File: src/design/cmbr_pkg.sv
package cmbr_pkg;
   // register map: transmit buffer n sits at n * TX_STRIDE
   localparam logic [7:0] TX_STRIDE = 8'h10;
   localparam logic [3:0] OFS_TX_CTL = 4'h0;
   localparam logic [3:0] OFS_TX_SIDH = 4'h1;
   localparam logic [3:0] OFS_TX_SIDL = 4'h2;
   localparam logic [3:0] OFS_TX_EIDH = 4'h3;
   localparam logic [3:0] OFS_TX_EIDL = 4'h4;
   localparam logic [3:0] OFS_TX_DLC = 4'h5;
   localparam logic [3:0] OFS_TX_DATA = 4'h8;
   localparam logic [7:0] ADDR_RX0_CTL = 8'h30;
   localparam logic [7:0] ADDR_RX1_CTL = 8'h31;
   localparam logic [7:0] ADDR_RX0_SIDH = 8'h32;
   localparam logic [7:0] ADDR_RX1_SIDH = 8'h33;
   localparam logic [7:0] ADDR_TEC = 8'h34;
   localparam logic [7:0] ADDR_TX_END = 8'h30;
   // field positions
   localparam int BIT_TX_REQ = 3;
   localparam int BIT_TX_RTR = 6;
   localparam int BIT_TX_EXT_EN = 3;
   localparam int BIT_RX_FULL = 7;
   localparam int BIT_RX_MODE = 5;
   localparam int BIT_RX_RTR = 3;
   localparam int BIT_RX_DBEN = 2;
   localparam int BIT_RX_JUMP_OFS = 1;
   // writable masks; other bits are unimplemented and read zero
   localparam logic [7:0] MASK_TX_CTL = 8'h0b;
   localparam logic [7:0] MASK_TX_SIDL = 8'heb;
   localparam logic [7:0] MASK_TX_DLC = 8'h4f;
   // reset values
   localparam logic [7:0] RST_BYTE = 8'h00;
   localparam logic [7:0] RST_TEC = 8'h00;
   localparam logic [1:0] RST_RX_MODE = 2'h0;
   // acceptance modes
   localparam logic [1:0] MODE_ALL_VALID = 2'h0;
   localparam logic [1:0] MODE_STD_ONLY = 2'h1;
   localparam logic [1:0] MODE_EXT_ONLY = 2'h2;
   localparam logic [1:0] MODE_ANY = 2'h3;
   // counts
   localparam logic [3:0] MAX_PAYLOAD = 4'h8;
   localparam logic [7:0] TEC_STEP_DEFAULT = 8'h08;
   localparam logic [7:0] RECOVERY_LAST = 8'h7f;
   localparam logic [2:0] HIT_LAST_VALID = 3'h5;
   localparam logic [2:0] HIT_LAST_BUF0 = 3'h1;
   typedef enum logic [1:0] {
      LINK_ACTIVE = 2'b01,
      LINK_BUS_OFF = 2'b10
   } cmbr_link_e;
endpackage

File: src/design/cmbr_top.sv
`timescale 1ns/10ps
module cmbr_top #(
   parameter logic [7:0] TEC_STEP = cmbr_pkg::TEC_STEP_DEFAULT
) (
   input wire logic clk,
   input wire logic srst,
   input wire logic [7:0] regAddr,
   input wire logic [7:0] regWrData,
   input wire logic regWr,
   input wire logic regRd,
   output logic [7:0] regRdData,
   input wire logic [1:0] txSel,
   output logic [28:0] txFrameId,
   output logic txFrameExt,
   output logic txFrameRemote,
   output logic [3:0] txFrameLen,
   output logic [63:0] txFrameData,
   output logic [2:0] txSendRequest,
   output logic [2:0] txAbortReq,
   input wire logic txDone,
   input wire logic [1:0] txDoneSel,
   input wire logic txFault,
   input wire logic recessiveRun,
   output logic busOff,
   input wire logic rxValid,
   input wire logic rxFrameOk,
   input wire logic rxExtendedFrameFlag,
   input wire logic rxRemote,
   input wire logic [7:0] rxIdHigh,
   input wire logic [2:0] rxFilterHit,
   output logic [1:0] rxBufferFull
);

   typedef struct packed {
      logic [2:0] tx_send_request;
      logic [2:0][1:0] txPri;
      logic [2:0][7:0] txSidh;
      logic [2:0][7:0] txSidl;
      logic [2:0][7:0] txEidh;
      logic [2:0][7:0] txEidl;
      logic [2:0][7:0] txDlc;
      logic [2:0][7:0][7:0] txData;
      logic [2:0] txAbort;
      logic [7:0] tec;
      logic [7:0] recovery;
      cmbr_pkg::cmbr_link_e link;
      logic [1:0] rxFull;
      logic [1:0][1:0] rxMode;
      logic [1:0] rxRtr;
      logic dben;
      logic hit0;
      logic [2:0] hit1;
      logic [1:0][7:0] rxSidh;
      logic [7:0] rdData;
      logic [28:0] fId;
      logic fExt;
      logic fRemote;
      logic [3:0] fLen;
      logic [63:0] fData;
   } cmbr_state_s;

   cmbr_state_s st;
   cmbr_state_s next_st;

   function automatic logic accepts(input logic [1:0] mode, input logic ok,
                                    input logic ext);
      logic r;
      r = 1'b0;
      case (mode)
         cmbr_pkg::MODE_ANY: begin
            r = 1'b1;
         end
         cmbr_pkg::MODE_EXT_ONLY: begin
            r = ok & ext;
         end
         cmbr_pkg::MODE_STD_ONLY: begin
            r = ok & ~ext;
         end
         default: begin
            r = ok;
         end
      endcase
      return r;
   endfunction

   logic txHit;
   logic [1:0] wBuf;
   logic [3:0] wOfs;
   logic [1:0] rBuf;
   logic [3:0] rOfs;
   logic [8:0] tecSum;
   logic toBuf0;
   logic toBuf1;
   logic viaOverflow;
   logic [7:0] rdVal;

   always_comb begin
      next_st = st;
      next_st.txAbort = 3'h0;
      txHit = 1'b0;
      wBuf = regAddr[5:4];
      wOfs = regAddr[3:0];
      rBuf = regAddr[5:4];
      rOfs = regAddr[3:0];
      tecSum = {1'b0, st.tec} + {1'b0, TEC_STEP};
      toBuf0 = 1'b0;
      toBuf1 = 1'b0;
      viaOverflow = 1'b0;
      rdVal = cmbr_pkg::RST_BYTE;

      // hardware completion first so a software set in the same cycle wins
      if (txDone && txDoneSel != 2'h3) begin
         next_st.tx_send_request[txDoneSel] = 1'b0;
      end

      // register writes
      if (regWr) begin
         txHit = (regAddr < cmbr_pkg::ADDR_TX_END);
         if (txHit) begin
            case (wOfs)
               cmbr_pkg::OFS_TX_CTL: begin
                  next_st.txPri[wBuf] = regWrData[1:0];
                  if (regWrData[cmbr_pkg::BIT_TX_REQ]) begin
                     next_st.tx_send_request[wBuf] = 1'b1;
                  end else begin
                     next_st.tx_send_request[wBuf] = 1'b0;
                     // abort only when a pending request is withdrawn
                     next_st.txAbort[wBuf] = st.tx_send_request[wBuf];
                  end
               end
               cmbr_pkg::OFS_TX_SIDH: begin
                  next_st.txSidh[wBuf] = regWrData;
               end
               cmbr_pkg::OFS_TX_SIDL: begin
                  next_st.txSidl[wBuf] = regWrData & cmbr_pkg::MASK_TX_SIDL;
               end
               cmbr_pkg::OFS_TX_EIDH: begin
                  next_st.txEidh[wBuf] = regWrData;
               end
               cmbr_pkg::OFS_TX_EIDL: begin
                  next_st.txEidl[wBuf] = regWrData;
               end
               cmbr_pkg::OFS_TX_DLC: begin
                  next_st.txDlc[wBuf] = regWrData & cmbr_pkg::MASK_TX_DLC;
               end
               default: begin
                  if (wOfs >= cmbr_pkg::OFS_TX_DATA) begin
                     next_st.txData[wBuf][wOfs[2:0]] = regWrData;
                  end
               end
            endcase
         end else begin
            case (regAddr)
               cmbr_pkg::ADDR_RX0_CTL: begin
                  // full flag is clear-only from software
                  if (!regWrData[cmbr_pkg::BIT_RX_FULL]) begin
                     next_st.rxFull[0] = 1'b0;
                  end
                  next_st.rxMode[0] = regWrData[cmbr_pkg::BIT_RX_MODE +: 2];
                  next_st.dben = regWrData[cmbr_pkg::BIT_RX_DBEN];
               end
               cmbr_pkg::ADDR_RX1_CTL: begin
                  if (!regWrData[cmbr_pkg::BIT_RX_FULL]) begin
                     next_st.rxFull[1] = 1'b0;
                  end
                  next_st.rxMode[1] = regWrData[cmbr_pkg::BIT_RX_MODE +: 2];
               end
               cmbr_pkg::ADDR_RX0_SIDH: begin
                  next_st.rxSidh[0] = regWrData;
               end
               cmbr_pkg::ADDR_RX1_SIDH: begin
                  next_st.rxSidh[1] = regWrData;
               end
               default: begin
               end
            endcase
         end
      end

      // fault counter and bus-off recovery
      case (st.link)
         cmbr_pkg::LINK_ACTIVE: begin
            if (txFault) begin
               if (tecSum[8]) begin
                  // counter saturates while off the bus
                  next_st.tec = 8'hff;
                  next_st.link = cmbr_pkg::LINK_BUS_OFF;
                  next_st.recovery = 8'h00;
               end else begin
                  next_st.tec = tecSum[7:0];
               end
            end else if (txDone && st.tec != 8'h00) begin
               next_st.tec = st.tec - 8'h01;
            end
         end
         cmbr_pkg::LINK_BUS_OFF: begin
            if (recessiveRun) begin
               if (st.recovery == cmbr_pkg::RECOVERY_LAST) begin
                  next_st.tec = cmbr_pkg::RST_TEC;
                  next_st.recovery = 8'h00;
                  next_st.link = cmbr_pkg::LINK_ACTIVE;
               end else begin
                  next_st.recovery = st.recovery + 8'h01;
               end
            end
         end
         default: begin
            next_st.link = cmbr_pkg::LINK_ACTIVE;
         end
      endcase

      // receive steering; storing comes after writes so a set beats a clear
      if (rxValid) begin
         if (rxFilterHit <= cmbr_pkg::HIT_LAST_BUF0) begin
            if (accepts(st.rxMode[0], rxFrameOk, rxExtendedFrameFlag)) begin
               if (!st.rxFull[0]) begin
                  toBuf0 = 1'b1;
               end else if (st.dben && !st.rxFull[1]) begin
                  toBuf1 = 1'b1;
                  viaOverflow = 1'b1;
               end
            end
         end else if (rxFilterHit <= cmbr_pkg::HIT_LAST_VALID) begin
            if (accepts(st.rxMode[1], rxFrameOk, rxExtendedFrameFlag) && !st.rxFull[1]) begin
               toBuf1 = 1'b1;
            end
         end
      end
      // a full buffer with no overflow path keeps its contents
      if (toBuf0) begin
         next_st.rxFull[0] = 1'b1;
         next_st.rxRtr[0] = rxRemote;
         next_st.hit0 = rxFilterHit[0];
         next_st.rxSidh[0] = rxIdHigh;
      end
      if (toBuf1) begin
         next_st.rxFull[1] = 1'b1;
         next_st.rxRtr[1] = rxRemote;
         // codes 0 and 1 only reach here through the overflow path
         next_st.hit1 = viaOverflow ? {2'h0, rxFilterHit[0]} : rxFilterHit;
         next_st.rxSidh[1] = rxIdHigh;
      end

      // read path: data valid only in the cycle after the strobe
      if (regRd) begin
         if (regAddr < cmbr_pkg::ADDR_TX_END) begin
            case (rOfs)
               cmbr_pkg::OFS_TX_CTL: begin
                  rdVal = {4'h0, st.tx_send_request[rBuf], 1'b0, st.txPri[rBuf]};
               end
               cmbr_pkg::OFS_TX_SIDH: begin
                  rdVal = st.txSidh[rBuf];
               end
               cmbr_pkg::OFS_TX_SIDL: begin
                  rdVal = st.txSidl[rBuf];
               end
               cmbr_pkg::OFS_TX_EIDH: begin
                  rdVal = st.txEidh[rBuf];
               end
               cmbr_pkg::OFS_TX_EIDL: begin
                  rdVal = st.txEidl[rBuf];
               end
               cmbr_pkg::OFS_TX_DLC: begin
                  rdVal = st.txDlc[rBuf];
               end
               default: begin
                  if (rOfs >= cmbr_pkg::OFS_TX_DATA) begin
                     rdVal = st.txData[rBuf][rOfs[2:0]];
                  end
               end
            endcase
            if (rBuf == 2'h3) begin
               rdVal = cmbr_pkg::RST_BYTE;
            end
         end else begin
            case (regAddr)
               cmbr_pkg::ADDR_RX0_CTL: begin
                  // bit 1 mirrors the enable so both jump tables line up
                  rdVal = {st.rxFull[0], st.rxMode[0], 1'b0, st.rxRtr[0],
                           st.dben, st.dben, st.hit0};
               end
               cmbr_pkg::ADDR_RX1_CTL: begin
                  rdVal = {st.rxFull[1], st.rxMode[1], 1'b0, st.rxRtr[1], st.hit1};
               end
               cmbr_pkg::ADDR_RX0_SIDH: begin
                  rdVal = st.rxSidh[0];
               end
               cmbr_pkg::ADDR_RX1_SIDH: begin
                  rdVal = st.rxSidh[1];
               end
               cmbr_pkg::ADDR_TEC: begin
                  rdVal = st.tec;
               end
               default: begin
                  rdVal = cmbr_pkg::RST_BYTE;
               end
            endcase
         end
      end
      next_st.rdData = rdVal;

      // frame view of the buffer the bit engine is working on
      next_st.fId = 29'h0;
      next_st.fExt = 1'b0;
      next_st.fRemote = 1'b0;
      next_st.fLen = 4'h0;
      next_st.fData = 64'h0;
      if (txSel != 2'h3) begin
         next_st.fExt = st.txSidl[txSel][cmbr_pkg::BIT_TX_EXT_EN];
         if (next_st.fExt) begin
            next_st.fId = {st.txSidh[txSel], st.txSidl[txSel][7:5], st.txSidl[txSel][1:0],
                           st.txEidh[txSel], st.txEidl[txSel]};
         end else begin
            next_st.fId = {18'h0, st.txSidh[txSel], st.txSidl[txSel][7:5]};
         end
         next_st.fRemote = st.txDlc[txSel][cmbr_pkg::BIT_TX_RTR];
         // reserved codes still send a full payload and no more
         if (st.txDlc[txSel][3:0] > cmbr_pkg::MAX_PAYLOAD) begin
            next_st.fLen = cmbr_pkg::MAX_PAYLOAD;
         end else begin
            next_st.fLen = st.txDlc[txSel][3:0];
         end
         next_st.fData = st.txData[txSel];
      end
   end

   always_ff @(posedge clk) begin
      if (srst) begin
         st <= '0;
         st.tec <= cmbr_pkg::RST_TEC;
         st.link <= cmbr_pkg::LINK_ACTIVE;
         st.rxMode <= {cmbr_pkg::RST_RX_MODE, cmbr_pkg::RST_RX_MODE};
      end else begin
         st <= next_st;
      end
   end

   assign regRdData = st.rdData;
   assign txFrameId = st.fId;
   assign txFrameExt = st.fExt;
   assign txFrameRemote = st.fRemote;
   assign txFrameLen = st.fLen;
   assign txFrameData = st.fData;
   assign txSendRequest = st.tx_send_request;
   assign txAbortReq = st.txAbort;
   assign busOff = st.link[1]; // one-hot state, so the bus-off bit is the flag itself
   assign rxBufferFull = st.rxFull;

endmodule

File: config.mk
export PLATFORM = sky130hd
export DESIGN_NAME = cmbr_top
export DESIGN_NICKNAME = d
export VERILOG_FILES = /design/src/design/cmbr_pkg.sv /design/src/design/cmbr_top.sv
export SDC_FILE = /design/constraint.sdc
export NUM_CORES = 1
export LEC_CHECK = 0
export BUFFER_PORTS_ARGS = -buffer_cell sky130_fd_sc_hd__clkbuf_2
export CORE_ASPECT_RATIO = 0.7
export CORE_UTILIZATION = 57
export CTS_CLUSTER_DIAMETER = 150
export DETAILED_ROUTE_END_ITERATION = 16
export PLACE_DENSITY = 0.76
export SKIP_CTS_REPAIR_TIMING = 1
export SYNTH_ARGS = -nofsm -noshare
export SYNTH_HDL_FRONTEND = slang
export SYNTH_SLANG_ARGS = --single-unit
File: constraint.sdc
create_clock -name clk -period 3.5 [get_ports clk]
set_input_delay 0.525 -clock clk [delete_from_list [all_inputs] [get_ports clk]]
set_output_delay 0.525 -clock clk [all_outputs]
set_load 0.01 [all_outputs]
==> results.toml <==
[outcome]
outcome = "completed"

[grt]
antenna_found_initial = 1
grt_pass1_wl_um = 111200
grt_max_degree = 122
grt_pass1_vias = 19297
grt_usage = 0.3389
grt.overflow.total = 0

[logic_synthesis]
synth_cells = 2839
synth-seq-cells = 478
yosys_warnings = 0
synth-main-ff-cell = "dfxtp_1"
synth_edf_count = 0
ys_seq_area_frac = 0.4116
synth_cell_types = 73
synth.avg_cell_area_um2 = 8.189
synth_nets = 2888
syn_area_um2 = 23250
async_flop_share = 0

[floorplanning]
start_util = 0.5824
pin_count = 158
die_h_um = 171.0
rows = 61
die_w_um = 243.4
dieArea_um2 = 41610
coreArea_um2 = 39920

[worst_setup_path]
crit_path_start_kind = "input port"
critPathMaxFanout = 18
cp.required_ns = 3.93
crit_type = "input port to flip-flop"
worstRegToRegCells = 6
rr_startpoint = "st[130]"
worstPathArrival_ns = 2.89
critPathCaptureType = "flip-flop"
cp-startpoint = "regAddr[1]"

[clock_network]
cts_sinks = 478
clock_path_buffers = 3
clkLatencyLatePin_ns = 0.58
cts_max_level = 2
cts_tree = "built"
cts_made_buffers = 46
cts.root.buffer_cell = "clkbuf_16"
path_clk_slew_ns = 0.06

[drt]
wirelength_um = 72410
wl_per_cell_um = 21.85
drtIter0Drc = 3458
dr.pass1.iters = 7
vias_per_cell = 6.380
num_vias = 21142
drc = 0
drtAntennaViolNets = 0

[timing]
min_period_over_period = 0.7031
tns_ns = 0
drv_slew = 0
setup_viol = 0
rsz0062_at_grt = "no"
worstMarginPinSlew_ns = 1.339
period_minus_slack_ns = 2.461
fmax_mhz = 406.3
whs_ns = 0.2169
slew_headroom = 0.1072
final-hold-violation-count = 0
final.setup_skew_ns = 0.01448

[pwr]
switching_power_w = 0.002803
p_int_w = 0.008664
clkPwrFrac = 0.449
ir_worst_vdd_v = 0.0003838
p_leak_nw = 9.131
comb_power_share = 0.070
powerDensity_nw_per_um2 = 461.6
seqPwrFrac = 0.481
sw_frac_of_total = 0.2444

[hold_path]
hp-start = "rxRemote"
worstHoldPathType = "input port to flip-flop"
worstHoldPathCells = 3

[cells_and_area]
final_layout_size_suffix_gt1_frac = 0.1271
mostFrequentLayoutCells = "dfxtp_1 (478), a21oi_1 (404), nand2_1 (362), nor2_1 (325), mux2i_1 (268)"
area_growth_pct = 6.841
mostFrequentLayoutCell = "dfxtp_1"
nFillCells = 3417
final_nets = 2794

[flow_run]
maxCapViolCount = 0

[place]
gp_congestion = 0.9402
hpwlAfterDp_um = 46530
numPortBuffers = 157
[through the flow]
step,power (W),utilization,area (um^2),worst slack (ns),std cells
5_1_grt,0.01175,0.6222,24840,0.9373,3313
2_1_floorplan,0.006174,-,23250,1.444,2839
3_3_place_gp,0.006393,0.5838,23300,0.5826,3232
4_1_cts,0.01145,0.6222,24840,1.108,3313
6_report,0.01147,0.6222,24840,1.039,3314
3_5_place_dp,0.006406,0.5838,23300,0.5205,3232
[cells by family (layout without fill, tap and decap cells)]
family | after synthesis | in the layout | share of synthesized area
simple gates | 1052 | 1052 | 0.1981
compound gates | 615 | 615 | 0.1539
flops | 478 | 478 | 0.4116
buf+inv | 385 | 324 | 0.09273
mux | 295 | 295 | 0.1372
fa+ha+maj | 7 | 7 | 0.003767
xor+xnor | 7 | 7 | 0.002637
other cells | 0 | 1 | 0
[per-layer routing]
layer / global-route usage / vias up / share of wire / wire length [um]
met4: 0.1154 / 0 / 0.029 / 2118
met2: 0.4841 / 1377 / 0.42 / 30060
li1: - / 9536 / - / -
met5: 0 / - / 0 / 0
met3: 0.07780 / 170 / 0.13 / 9166
met1: 0.4972 / 10059 / 0.43 / 31070
[cell type report]
class / instances / area, um^2 / share of cell area
timing repair buffer: 223 / 1446 / 0.05823
inverter: 20 / 75.07 / 0.003023
clock buffer: 68 / 1355 / 0.05456
multi-input combinational: 1976 / 11540 / 0.4648
sequential: 478 / 9569 / 0.3853
clock inverter: 13 / 175.2 / 0.007053
tap: 535 / 669.4 / 0.02695
antenna: 1 / 2.502 / 0.0001008
[cell usage after synthesis (9+ instances only)]
cell type	n	share of area
a211oi_1	40	0.013
a21oi_1	404	0.087
a22oi_1	12	0.0039
a2bb2oi_1	20	0.0075
a311oi_1	9	0.0034
and2_1	15	0.0040
buf_1	18	0.0029
buf_2	78	0.017
buf_4	127	0.041
buf_6	13	0.0063
clkbuf_1	126	0.020
dfxtp_1	478	0.41
inv_1	20	0.0032
mux2_2	9	0.0044
mux2i_1	268	0.12
mux4_2	18	0.017
nand2_1	362	0.058
nand2b_1	9	0.0024
nand3_1	267	0.057
nor2_1	326	0.053
o211ai_1	9	0.0029
o21ai_0	51	0.011
o2bb2ai_1	17	0.0064
[power by group through the flow]
stage          logic, W  clock network [W]  registers, W
3_3_place_gp   0.000763                  0       0.00563
2_1_floorplan  0.000561                  0       0.00561
6_report       0.000802            0.00515       0.00551
3_5_place_dp   0.000773                  0       0.00563
4_1_cts        0.000775            0.00517       0.00551
5_1_grt        0.000837            0.00540       0.00551
[final timing paths]
| path | to | slack, ns |
|---|---|---|
| setup / recovery | regRdData[1] | 1.04 |
| hold / removal | st[128] | 0.22 |
| setup reg to reg | st[117] | 1.23 |
| hold reg to reg | flip-flop | 0.46 |
[worst max-delay path, stage by stage]
cell and delay, ns:
clkbuf_2 0.32, nor2_1 0.31, and2_1 0.69, a22oi_1 0.26
a21oi_1 0.27, a311oi_1 0.09, a31oi_1 0.41
Note: power is estimated with default switching activity, not from simulation.
